$ cat src/hw/hap_consts.svh
// Offsets, field positions, reset values and timing counts of the host port.
`ifndef HAP_CONSTS_SVH
`define HAP_CONSTS_SVH

// Register word indices on the Avalon slave (byte address is four times).
`define HAP_REG_CTRL      4'h0
`define HAP_REG_WAITS     4'h1
`define HAP_REG_PAD       4'h2
`define HAP_REG_ADDR      4'h3
`define HAP_REG_WDATA     4'h4
`define HAP_REG_CMD       4'h5
`define HAP_REG_RDATA     4'h6
`define HAP_REG_STATUS    4'h7
`define HAP_REG_SIG       4'h8

// Control register fields.
`define HAP_CTRL_START    0
`define HAP_CTRL_CSSEL_LO 1
`define HAP_CTRL_BOOTBUSY 3
`define HAP_CTRL_CSVALID  4
`define HAP_CTRL_CLRREJ   5

// Command register fields.
`define HAP_CMD_READ      0
`define HAP_CMD_WRITE     1

// Pad register: bit n enables pad n; pads 0..3 are the chip selects.
`define HAP_PAD_ADDR      4
`define HAP_PAD_DATA      5
`define HAP_PAD_CTRL      6

// Reset values.
`define HAP_RST_CTRL      8'h00
`define HAP_RST_PAD       8'h00
`define HAP_RST_RD_WAITS  4'h5
`define HAP_RST_WR_WAITS  4'h1

// Least wait states the device tolerates.
`define HAP_MIN_RD_WAITS  4'h5
`define HAP_MIN_WR_WAITS  4'h1

// Signature values.
`define HAP_SIG_BUSY      16'h0000
`define HAP_SIG_DONE      16'h0815

// System clock generator settings: first locks, second gives 66 MHz.
`define HAP_PLL_CFG_A     32'h1E900000
`define HAP_PLL_CFG_B     32'h1E880000

// Timing: clock rate, base strobe cycles and the write-to-read pause.
`define HAP_CLK_MHZ       10
`define HAP_STRB_BASE     6'h02
`define HAP_WEOE_NS       80
`define HAP_WEOE_CYC      (((`HAP_WEOE_NS * `HAP_CLK_MHZ) + 999) / 1000)

`endif

$ cat src/hw/hap_pkg.sv
// Types shared by the host port controller modules.
package hap_pkg;

    // Start-up sequence states.
    typedef enum logic [8:0] {
        HAP_I_IDLE  = 9'h001,
        HAP_I_PAD   = 9'h002,
        HAP_I_CS    = 9'h004,
        HAP_I_PLL1  = 9'h008,
        HAP_I_PLLW  = 9'h010,
        HAP_I_PLL2  = 9'h020,
        HAP_I_POLL  = 9'h040,
        HAP_I_READY = 9'h080,
        HAP_I_ERR   = 9'h100
    } hap_init_t;

    // Pin access states.
    typedef enum logic [4:0] {
        HAP_A_IDLE   = 5'h01,
        HAP_A_SETUP  = 5'h02,
        HAP_A_STROBE = 5'h04,
        HAP_A_HOLD   = 5'h08,
        HAP_A_GAP    = 5'h10
    } hap_acc_t;

endpackage

$ cat src/hw/hap_tmr_if.sv
// Load and done signals between the access sequencer and its timer.
`timescale 1ns/100ps
interface hap_tmr_if;
    logic       load;
    logic [5:0] count;
    logic       done;

    modport ctl (output load, output count, input done);
    modport tmr (input load, input count, output done);
endinterface

$ cat src/hw/hap_strobe_timer.sv
// Down-counter that times strobes and pauses of the pin sequencer.
`timescale 1ns/100ps
module hap_strobe_timer
    import hap_pkg::*;
(
    input  wire logic clk_i,
    input  wire logic rst_b_i,
    hap_tmr_if.tmr    tmr
);

    logic [5:0] cnt_r;

    // Loaded at strobe start and, for writes, again at hold for the pause, then counts down to zero and rests there.
    always_ff @(posedge clk_i or negedge rst_b_i) begin
        if (!rst_b_i) begin
            cnt_r <= 6'h00;
        end else if (tmr.load) begin
            cnt_r <= tmr.count;
        end else if (cnt_r != 6'h00) begin
            cnt_r <= cnt_r - 6'h01;
        end
    end

    // A load in the same cycle hides the stale zero from the sequencer.
    assign tmr.done = (cnt_r == 6'h00) && !tmr.load;

endmodule

$ cat src/hw/hap_host_port.sv
// Host controller for the asynchronous memory host port of the device.
`timescale 1ns/100ps
`include "hap_consts.svh"
module hap_host_port
    import hap_pkg::*;
#(
    parameter int          ADDR_W   = 16,
    parameter int          DATA_W   = 16,
    parameter logic [15:0] SIG_ADDR = 16'h0000
)(
    input  wire logic              clk_i,
    input  wire logic              rst_b_i,
    input  wire logic [3:0]        avs_address_i,
    input  wire logic              avs_read_i,
    input  wire logic              avs_write_i,
    input  wire logic [31:0]       avs_writedata_i,
    output logic      [31:0]       avs_readdata_o,
    output logic                   avs_waitrequest_o,
    input  wire logic              pll_lock_i,
    output logic      [31:0]       pll_cfg_o,
    output logic                   dev_rst_n_o,
    output logic      [3:0]        cs_n_o,
    output logic                   oe_n_o,
    output logic                   we_n_o,
    output logic      [ADDR_W-1:0] addr_o,
    output logic      [DATA_W-1:0] data_o,
    output logic                   data_oe_o,
    input  wire logic [DATA_W-1:0] data_i
);

    // The device port is fixed at sixteen bits; anything else is refused.
    if (DATA_W != 16 || ADDR_W < 1 || ADDR_W > 16) begin : g_bad_width
        $error("hap_host_port: DATA_W must be 16, ADDR_W 1 to 16");
    end

    ////////////////////////////////////////////////////////////////////////
    // Helpers.

    // Raises a programmed wait count to the device's least figure.
    function automatic logic [3:0] clamp_waits(input logic [3:0] v,
                                               input logic [3:0] lo);
        clamp_waits = (v < lo) ? lo : v;
    endfunction

    // Strobe length in cycles less one, ready for the timer load.
    function automatic logic [5:0] strobe_load(input logic [3:0] w);
        strobe_load = `HAP_STRB_BASE + {2'b00, w} - 6'h01;
    endfunction

    ////////////////////////////////////////////////////////////////////////
    // Declarations.

    hap_init_t         init_r;
    hap_init_t         init_nxt;
    hap_acc_t          acc_r;
    hap_acc_t          acc_nxt;
    hap_tmr_if         tmr ();

    logic [7:0]        ctrl_r;
    logic [7:0]        pad_r;
    logic [3:0]        rd_waits_r;
    logic [3:0]        wr_waits_r;
    logic [15:0]       sw_addr_r;
    logic [15:0]       sw_wdata_r;
    logic [15:0]       rdata_r;
    logic [15:0]       sig_r;
    logic              sw_req_r;
    logic              sw_wr_r;
    logic              rej_r;
    logic              ack_r;
    logic [31:0]       readdata_r;
    logic              start_pls;
    logic              clr_rej;
    logic              req_take;
    logic [3:0]        cs_act_r;
    logic [3:0]        act_rd_w_r;
    logic [3:0]        act_wr_w_r;
    logic              pads_on_r;
    logic              cur_wr_r;
    logic              cur_poll_r;
    logic              lk_s1_r;
    logic              lk_s2_r;
    logic [DATA_W-1:0] din_s1_r;
    logic [DATA_W-1:0] din_s2_r;
    logic              acc_fin;
    logic              poll_req;
    logic              sw_go;
    logic [1:0]        cs_sel;
    logic [31:0]       rd_mux;
    logic              is_wr;
    logic              bus_wr;

    hap_strobe_timer u_timer (
        .clk_i   (clk_i),
        .rst_b_i (rst_b_i),
        .tmr     (tmr)
    );

    ////////////////////////////////////////////////////////////////////////
    // Avalon slave: one wait cycle, then the answer.

    // Waitrequest drops one cycle after the request rises.
    assign avs_waitrequest_o = (avs_read_i || avs_write_i) && !ack_r;
    assign avs_readdata_o    = readdata_r;
    assign bus_wr            = avs_write_i && ack_r;
    assign start_pls = bus_wr && (avs_address_i == `HAP_REG_CTRL) &&
                       avs_writedata_i[`HAP_CTRL_START];
    assign clr_rej   = bus_wr && (avs_address_i == `HAP_REG_CTRL) &&
                       avs_writedata_i[`HAP_CTRL_CLRREJ];
    assign cs_sel    = ctrl_r[`HAP_CTRL_CSSEL_LO +: 2];

    // Ack toggles so each request is answered exactly once.
    always_ff @(posedge clk_i or negedge rst_b_i) begin
        if (!rst_b_i) begin
            ack_r <= 1'b0;
        end else begin
            ack_r <= (avs_read_i || avs_write_i) && !ack_r;
        end
    end

    // Read decode; unmapped words read as zero.
    always_comb begin
        rd_mux = 32'h00000000;
        unique case (avs_address_i)
            `HAP_REG_CTRL:   rd_mux = {24'h000000, ctrl_r};
            `HAP_REG_WAITS:  rd_mux = {24'h000000, wr_waits_r, rd_waits_r};
            `HAP_REG_PAD:    rd_mux = {24'h000000, pad_r};
            `HAP_REG_ADDR:   rd_mux = {16'h0000, sw_addr_r};
            `HAP_REG_WDATA:  rd_mux = {16'h0000, sw_wdata_r};
            `HAP_REG_RDATA:  rd_mux = {16'h0000, rdata_r};
            `HAP_REG_STATUS: rd_mux = {16'h0000, 3'h0, init_r,
                                       lk_s2_r, rej_r, sw_req_r,
                                       init_r == HAP_I_READY};
            `HAP_REG_SIG:    rd_mux = {16'h0000, sig_r};
            default:         rd_mux = 32'h00000000;
        endcase
    end

    // Read data are latched while waitrequest is still high.
    always_ff @(posedge clk_i or negedge rst_b_i) begin
        if (!rst_b_i) begin
            readdata_r <= 32'h00000000;
        end else if (avs_read_i && !ack_r) begin
            readdata_r <= rd_mux;
        end
    end

    // Configuration registers; the start bit is a pulse and not stored.
    always_ff @(posedge clk_i or negedge rst_b_i) begin
        if (!rst_b_i) begin
            ctrl_r     <= `HAP_RST_CTRL;
            pad_r      <= `HAP_RST_PAD;
            rd_waits_r <= `HAP_RST_RD_WAITS;
            wr_waits_r <= `HAP_RST_WR_WAITS;
            sw_addr_r  <= 16'h0000;
            sw_wdata_r <= 16'h0000;
        end else if (bus_wr) begin
            unique case (avs_address_i)
                `HAP_REG_CTRL:  ctrl_r <= {avs_writedata_i[7:6], 1'b0,
                                           avs_writedata_i[4:1], 1'b0};
                `HAP_REG_WAITS: begin
                    rd_waits_r <= avs_writedata_i[3:0];
                    wr_waits_r <= avs_writedata_i[7:4];
                end
                `HAP_REG_PAD:   pad_r <= avs_writedata_i[7:0];
                `HAP_REG_ADDR:  sw_addr_r <= avs_writedata_i[15:0];
                `HAP_REG_WDATA: sw_wdata_r <= avs_writedata_i[15:0];
                default: ;
            endcase
        end
    end

    ////////////////////////////////////////////////////////////////////////
    // Software commands: refused until the signature has been seen.

    assign sw_go = bus_wr && (avs_address_i == `HAP_REG_CMD) &&
                   (avs_writedata_i[`HAP_CMD_READ] ||
                    avs_writedata_i[`HAP_CMD_WRITE]);

    // One pending command; a refused one sets a sticky flag, set wins.
    always_ff @(posedge clk_i or negedge rst_b_i) begin
        if (!rst_b_i) begin
            sw_req_r <= 1'b0;
            sw_wr_r  <= 1'b0;
            rej_r    <= 1'b0;
        end else begin
            if (sw_go && init_r == HAP_I_READY && !sw_req_r) begin
                sw_req_r <= 1'b1;
                sw_wr_r  <= avs_writedata_i[`HAP_CMD_WRITE];
            end else if (req_take && !poll_req) begin
                sw_req_r <= 1'b0;
            end
            if (sw_go && (init_r != HAP_I_READY || sw_req_r)) begin
                rej_r <= 1'b1;
            end else if (clr_rej) begin
                rej_r <= 1'b0;
            end
        end
    end

    ////////////////////////////////////////////////////////////////////////
    // Synchronisers for the lock flag and the data pins.

    always_ff @(posedge clk_i or negedge rst_b_i) begin
        if (!rst_b_i) begin
            lk_s1_r  <= 1'b0;
            lk_s2_r  <= 1'b0;
            din_s1_r <= '0;
            din_s2_r <= '0;
        end else begin
            lk_s1_r  <= pll_lock_i;
            lk_s2_r  <= lk_s1_r;
            din_s1_r <= data_i;
            din_s2_r <= din_s1_r;
        end
    end

    ////////////////////////////////////////////////////////////////////////
    // Start-up sequence: pads, chip select, clock, then signature polling.

    assign acc_fin  = (acc_r == HAP_A_HOLD);
    assign poll_req = (init_r == HAP_I_POLL);

    always_comb begin
        init_nxt = init_r;
        unique case (init_r)
            HAP_I_IDLE, HAP_I_ERR: begin
                if (start_pls) init_nxt = HAP_I_PAD;
            end
            HAP_I_PAD: begin
                // Checked here so a start written with the set-up sees it.
                if (cs_sel == 2'b00 && ctrl_r[`HAP_CTRL_BOOTBUSY]) begin
                    init_nxt = HAP_I_ERR;
                end else if (pad_r[cs_sel] && pad_r[`HAP_PAD_ADDR] &&
                    pad_r[`HAP_PAD_DATA] && pad_r[`HAP_PAD_CTRL]) begin
                    init_nxt = HAP_I_CS;
                end else begin
                    init_nxt = HAP_I_ERR;
                end
            end
            HAP_I_CS: begin
                init_nxt = ctrl_r[`HAP_CTRL_CSVALID] ? HAP_I_PLL1
                                                     : HAP_I_ERR;
            end
            HAP_I_PLL1:  init_nxt = HAP_I_PLLW;
            HAP_I_PLLW:  if (lk_s2_r) init_nxt = HAP_I_PLL2;
            HAP_I_PLL2:  init_nxt = HAP_I_POLL;
            HAP_I_POLL: begin
                // Zero means busy; only the completion value releases.
                if (acc_fin && cur_poll_r && !cur_wr_r &&
                    din_s2_r == `HAP_SIG_DONE) begin
                    init_nxt = HAP_I_READY;
                end
            end
            HAP_I_READY: init_nxt = HAP_I_READY;
        endcase
    end

    always_ff @(posedge clk_i or negedge rst_b_i) begin
        if (!rst_b_i) begin
            init_r <= HAP_I_IDLE;
        end else begin
            init_r <= init_nxt;
        end
    end

    // Settings latched by the sequence steps, each at its own step.
    always_ff @(posedge clk_i or negedge rst_b_i) begin
        if (!rst_b_i) begin
            pads_on_r   <= 1'b0;
            cs_act_r    <= 4'h0;
            act_rd_w_r  <= `HAP_MIN_RD_WAITS;
            act_wr_w_r  <= `HAP_MIN_WR_WAITS;
            pll_cfg_o   <= 32'h00000000;
            dev_rst_n_o <= 1'b0;
        end else begin
            if (init_r == HAP_I_PAD && init_nxt == HAP_I_CS) begin
                pads_on_r <= 1'b1;
            end
            if (init_r == HAP_I_CS && init_nxt == HAP_I_PLL1) begin
                cs_act_r   <= 4'h1 << cs_sel;
                act_rd_w_r <= clamp_waits(rd_waits_r,
                                          `HAP_MIN_RD_WAITS);
                act_wr_w_r <= clamp_waits(wr_waits_r,
                                          `HAP_MIN_WR_WAITS);
            end
            if (init_r == HAP_I_PLL1) begin
                pll_cfg_o <= `HAP_PLL_CFG_A;
            end
            if (init_r == HAP_I_PLL2) begin
                pll_cfg_o   <= `HAP_PLL_CFG_B;
                dev_rst_n_o <= 1'b1;
            end
            if (init_nxt == HAP_I_ERR) begin
                pads_on_r   <= 1'b0;
                cs_act_r    <= 4'h0;
                dev_rst_n_o <= 1'b0;
            end
        end
    end

    ////////////////////////////////////////////////////////////////////////
    // Pin access sequencer.

    // A poll owns the port until ready; software waits for that.
    assign req_take = (acc_r == HAP_A_IDLE) && (poll_req ||
                      (sw_req_r && init_r == HAP_I_READY));
    assign is_wr    = cur_wr_r;

    always_comb begin
        acc_nxt   = acc_r;
        tmr.load  = 1'b0;
        tmr.count = 6'h00;
        unique case (acc_r)
            HAP_A_IDLE:   if (req_take) acc_nxt = HAP_A_SETUP;
            HAP_A_SETUP: begin
                acc_nxt   = HAP_A_STROBE;
                tmr.load  = 1'b1;
                tmr.count = strobe_load(is_wr ? act_wr_w_r
                                              : act_rd_w_r);
            end
            HAP_A_STROBE: if (tmr.done) acc_nxt = HAP_A_HOLD;
            HAP_A_HOLD: begin
                acc_nxt   = is_wr ? HAP_A_GAP : HAP_A_IDLE;
                tmr.load  = is_wr;
                tmr.count = 6'((`HAP_WEOE_CYC) - 1);
            end
            HAP_A_GAP:    if (tmr.done) acc_nxt = HAP_A_IDLE;
        endcase
    end

    always_ff @(posedge clk_i or negedge rst_b_i) begin
        if (!rst_b_i) begin
            acc_r <= HAP_A_IDLE;
        end else begin
            acc_r <= acc_nxt;
        end
    end

    // Access kind and halfword address latched when a request is taken.
    always_ff @(posedge clk_i or negedge rst_b_i) begin
        if (!rst_b_i) begin
            cur_wr_r   <= 1'b0;
            cur_poll_r <= 1'b0;
            addr_o     <= '0;
            data_o     <= '0;
        end else if (req_take) begin
            cur_poll_r <= poll_req;
            cur_wr_r   <= !poll_req && sw_wr_r;
            addr_o     <= poll_req ? SIG_ADDR[ADDR_W-1:0]
                                   : sw_addr_r[ADDR_W-1:0];
            data_o     <= sw_wdata_r;
        end
    end

    // Pin strobes follow the next state so they leave flip-flops cleanly.
    always_ff @(posedge clk_i or negedge rst_b_i) begin
        if (!rst_b_i) begin
            cs_n_o    <= 4'hF;
            oe_n_o    <= 1'b1;
            we_n_o    <= 1'b1;
            data_oe_o <= 1'b0;
        end else begin
            cs_n_o    <= (pads_on_r && acc_nxt != HAP_A_IDLE &&
                          acc_nxt != HAP_A_GAP) ? ~cs_act_r : 4'hF;
            oe_n_o    <= !(acc_nxt == HAP_A_STROBE && !is_wr);
            we_n_o    <= !(acc_nxt == HAP_A_STROBE && is_wr);
            data_oe_o <= is_wr && (acc_nxt == HAP_A_SETUP ||
                          acc_nxt == HAP_A_STROBE ||
                          acc_nxt == HAP_A_HOLD);
        end
    end

    // Read data are caught from the synchroniser as the strobe ends.
    always_ff @(posedge clk_i or negedge rst_b_i) begin
        if (!rst_b_i) begin
            rdata_r <= 16'h0000;
            sig_r   <= `HAP_SIG_BUSY;
        end else if (acc_fin && !is_wr) begin
            if (cur_poll_r) begin
                sig_r <= din_s2_r;
            end else begin
                rdata_r <= din_s2_r;
            end
        end
    end

endmodule

$ cat config.mk
export PLATFORM = sky130hd
export DESIGN_NAME = hap_host_port
export DESIGN_NICKNAME = d
export VERILOG_FILES = /design/src/hw/hap_pkg.sv /design/src/hw/hap_tmr_if.sv /design/src/hw/hap_strobe_timer.sv /design/src/hw/hap_host_port.sv
export VERILOG_INCLUDE_DIRS = /design/src /design/src/hw
export SDC_FILE = /design/constraint.sdc
export NUM_CORES = 1
export LEC_CHECK = 0
export BUFFER_PORTS_ARGS = -buffer_cell sky130_fd_sc_hd__buf_2
export CORE_UTILIZATION = 28
export CTS_BUF_LIST = sky130_fd_sc_hd__clkbuf_8
export CTS_CLUSTER_DIAMETER = 40
export DETAILED_ROUTE_END_ITERATION = 10
export PLACE_DENSITY_LB_ADDON = 0.12
export REMOVE_ABC_BUFFERS = 1
export SLEW_MARGIN = 10
export SYNTH_ARGS = -nofsm -noshare
export SYNTH_HDL_FRONTEND = slang
export SYNTH_SLANG_ARGS = --single-unit
$ cat constraint.sdc
create_clock -name clk_i -period 2.7 [get_ports clk_i]
set_input_delay 0.675 -clock clk_i [delete_from_list [all_inputs] [get_ports clk_i]]
set_output_delay 0.675 -clock clk_i [all_outputs]
set_load 0.05 [all_outputs]
==> flow_summary_export.csv <==
group,metric,value,unit
power_and_ir_drop,leakagePower,5.70,nW
synthesis,avgSynthCellArea,11.9,um2
global_routing,grt_use_total,16.3,%
placement,dp_hpwl,18800,um
setup_path,r2r.worst_path.cells,6,
run,maxCapViolCount,0,
cts,root_buffer,"clkbuf_8",
setup_path,critical_path_class,"flip-flop to flip-flop",
floorplan,dieArea,0.0345,mm2
cells_and_area,regArea,0.00547,mm2
setup_path,r2r_end,"data_oe_o",
floorplan,coreArea,0.0329,mm2
synthesis,yosys_warnings,0,
cells_and_area,fillers,3338,
power_and_ir_drop,max-vdd-ir-drop,0.290,mV
setup_path,crit_fanout,4,
global_routing,grt-ovfl-total,0,
synthesis,synth_cells,791,
cts,cts.clk_slew.worst_paths,60,ps
setup_path,crit_start,"init_r[5]",
cells_and_area,layout-drive-gt1-share,37.0,%
timing,max_slew.worst_pin.slew,708,ps
cells_and_area,syn_to_final_growth,22.8,%
floorplan,ios,162,
synthesis,yosysUniqueCellTypes,64,
floorplan,initial_core_util,28.8,%
cts,cts_made_buffers,44,
synthesis,async_reset_ff_share,100,%
power_and_ir_drop,powerDensity,721,mW/mm2
timing,finalCritPeriodShare,88.6,%
global_routing,grt_pass1_vias,6878,
route,antenna_left,0,
setup_path,endpoint,"data_oe_o",
placement,gp_congestion,0.793,
synthesis,ys_ff_latch,218,
cts,holdBufCountCts,0,
cts,post_cts_resized,0,
cts,cts_num_sinks,218,
cts,clkLatencyLatePin,550,ps
setup_path,regToRegSetupSlack,310,ps
cts,postCtsSetupBuffers,0,
timing,final_hold_viol_count,0,
floorplan,die_y,186,um
cells_and_area,finalNonFillerCells,1434,
route,drc,0,
cts,cts.path.max_buffers,3,
cells_and_area,multi_input_area,0.00360,mm2
setup_path,cp-end-kind,"flip-flop",
timing,finalSetupTns,0,ps
route,wl_per_cell,18.9,um
global_routing,grt_max_degree,59,
setup_path,cp.arrival,2860,ps
outcome,status,"finished, final reports clean",
placement,port_buffers,104,
placement,dpl.cell_count,1352,
timing,max_freq,418,MHz
global_routing,antenna_found_initial,1,
global_routing,grt_pass1_wl,41900,um
timing,rsz0062_at_grt,"no",
cells_and_area,final_nets,1016,
route,vias,6686,
route,drtPass1Iterations,5,
floorplan,placementRows,66,
timing,finClkSkew,15.3,ps
cts,h-tree-depth,2,
route,dr.first_iter.drc_count,493,
route,via_per_inst,4.66,
setup_path,critPathLaunchType,"flip-flop",
route,totalWireLength,27100,um
timing,slew_headroom,52.6,%
synthesis,synth_area,0.00945,mm2
floorplan,die_w,186,um
timing,drv_slew,0,
setup_path,reg2reg_from,"init_r[5]",
cts,cts_tree,"done",
hold_path,hold_path.class,"input port to async pin",
synthesis,synth-main-ff-cell,"dfrtp_1",
timing,period_needed,2390,ps
setup_path,crit_required,3170,ps
timing,setup_viol,0,
synthesis,seq_area_frac_synth,57.9,%
synthesis,synth_edf_count,0,
-- synthesized netlist by cell type, drive strengths merged, types with 8 or more instances --
cell / instances / area, um2
nor3: 15 / 90.1
o21ai: 45 / 225
clkbuf: 27 / 101
inv: 11 / 41.3
mux2: 107 / 1200
a22oi: 20 / 150
dfstp: 14 / 368
nand2b: 8 / 50.1
a21oi: 14 / 70.1
buf: 56 / 404
a22o: 18 / 158
dfrtp: 204 / 5100
nand2: 83 / 312
nand3: 22 / 110
a222oi: 14 / 140
nor2: 39 / 149
-- placed cells by master (no fill, tap or decap), types with 21 or more instances in the layout --
cell type,n
dfrtp_1,204
mux2_2,107
buf_2,103
nand2_1,83
clkbuf_8,54
buf_4,52
o21ai_0,44
conb_1,41
nor2_1,38
inv_1,25
nand3_1,21
-- logic make-up after synthesis --
logic type               synth area share [%]
AO/OA/AOI/OAI                            10.1
XOR/XNOR                                0.927
adder cells (fa/ha/maj)                 0.397
buffers and inverters                    5.79
flip-flops                               57.9
multiplexers                             13.4
other                                  0.0397
AND/OR/NAND/NOR                          11.4
-- worst max-delay path: stages, from the launching register on --
cell      delay, ps
dfrtp_1         470
or3_4           390
or4_4           570
a21boi_2        210
nor2_2           70
or4b_1          470
o21ai_1         150
-- state kept, by name, summed over array words and instances, names as in the netlist, 9 cells and up --
| signal | flops |
|---|---|
| addr_o | 16 |
| avs_readdata_o | 16 |
| data_o | 16 |
| din_s1_r | 16 |
| din_s2_r | 16 |
| init_r | 9 |
| rdata_r | 16 |
| sig_r | 16 |
| sw_addr_r | 16 |
| sw_wdata_r | 16 |
-- power breakdown --
part | switching (W) | internal (W) | leakage (nW) | total (W)
registers | 0.000281 | 0.00355 | 2.80 | 0.00383
logic | 0.000779 | 0.000436 | 2.41 | 0.00122
clock network | 0.00149 | 0.00183 | 0.494 | 0.00332
total | 0.00255 | 0.00582 | 5.70 | 0.00837
-- cell type report --
type | count | share of cell area, %
well taps | 442 | 4.77
diodes | 1 | 0.0216
flip-flops and latches | 218 | 47.2
repair buffers | 162 | 8.97
multi-input cells | 519 | 31.1
clock inverters | 27 | 1.23
inverters | 11 | 0.356
clock buffers | 54 | 6.41
-- metal layers --
layer | track usage, % | part of all wire, %
met5 | 0 | 0
met1 | 22.2 | 47
met3 | 3.48 | 4.6
met4 | 4.72 | 2.0
met2 | 25.8 | 46
-- how the worst min path moves through the flow --
stage | end | slack, ps
2_1_floorplan | din_s2_r[0] | 330
3_3_place_gp | din_s2_r[10] | 340
3_5_place_dp | din_s2_r[8] | 340
4_1_cts | ctrl_r[2] | 40
5_1_grt | ctrl_r[1] | 60
6_report | ctrl_r[1] | 50
-- through the flow --
step           power [W]  instance area, um2  hold WS [ps]  util (%)  setup slack, ps
2_1_floorplan    0.00454                9090           331         -             -674
3_3_place_gp     0.00511               10700           335      32.6              259
3_5_place_dp     0.00511               10700           336      32.6              297
4_1_cts          0.00851               11600          38.6      35.3              290
5_1_grt          0.00881               11600          55.7      35.3              190
6_report         0.00837               11600          53.3      35.3              308
(Power assumes the default switching activity.)
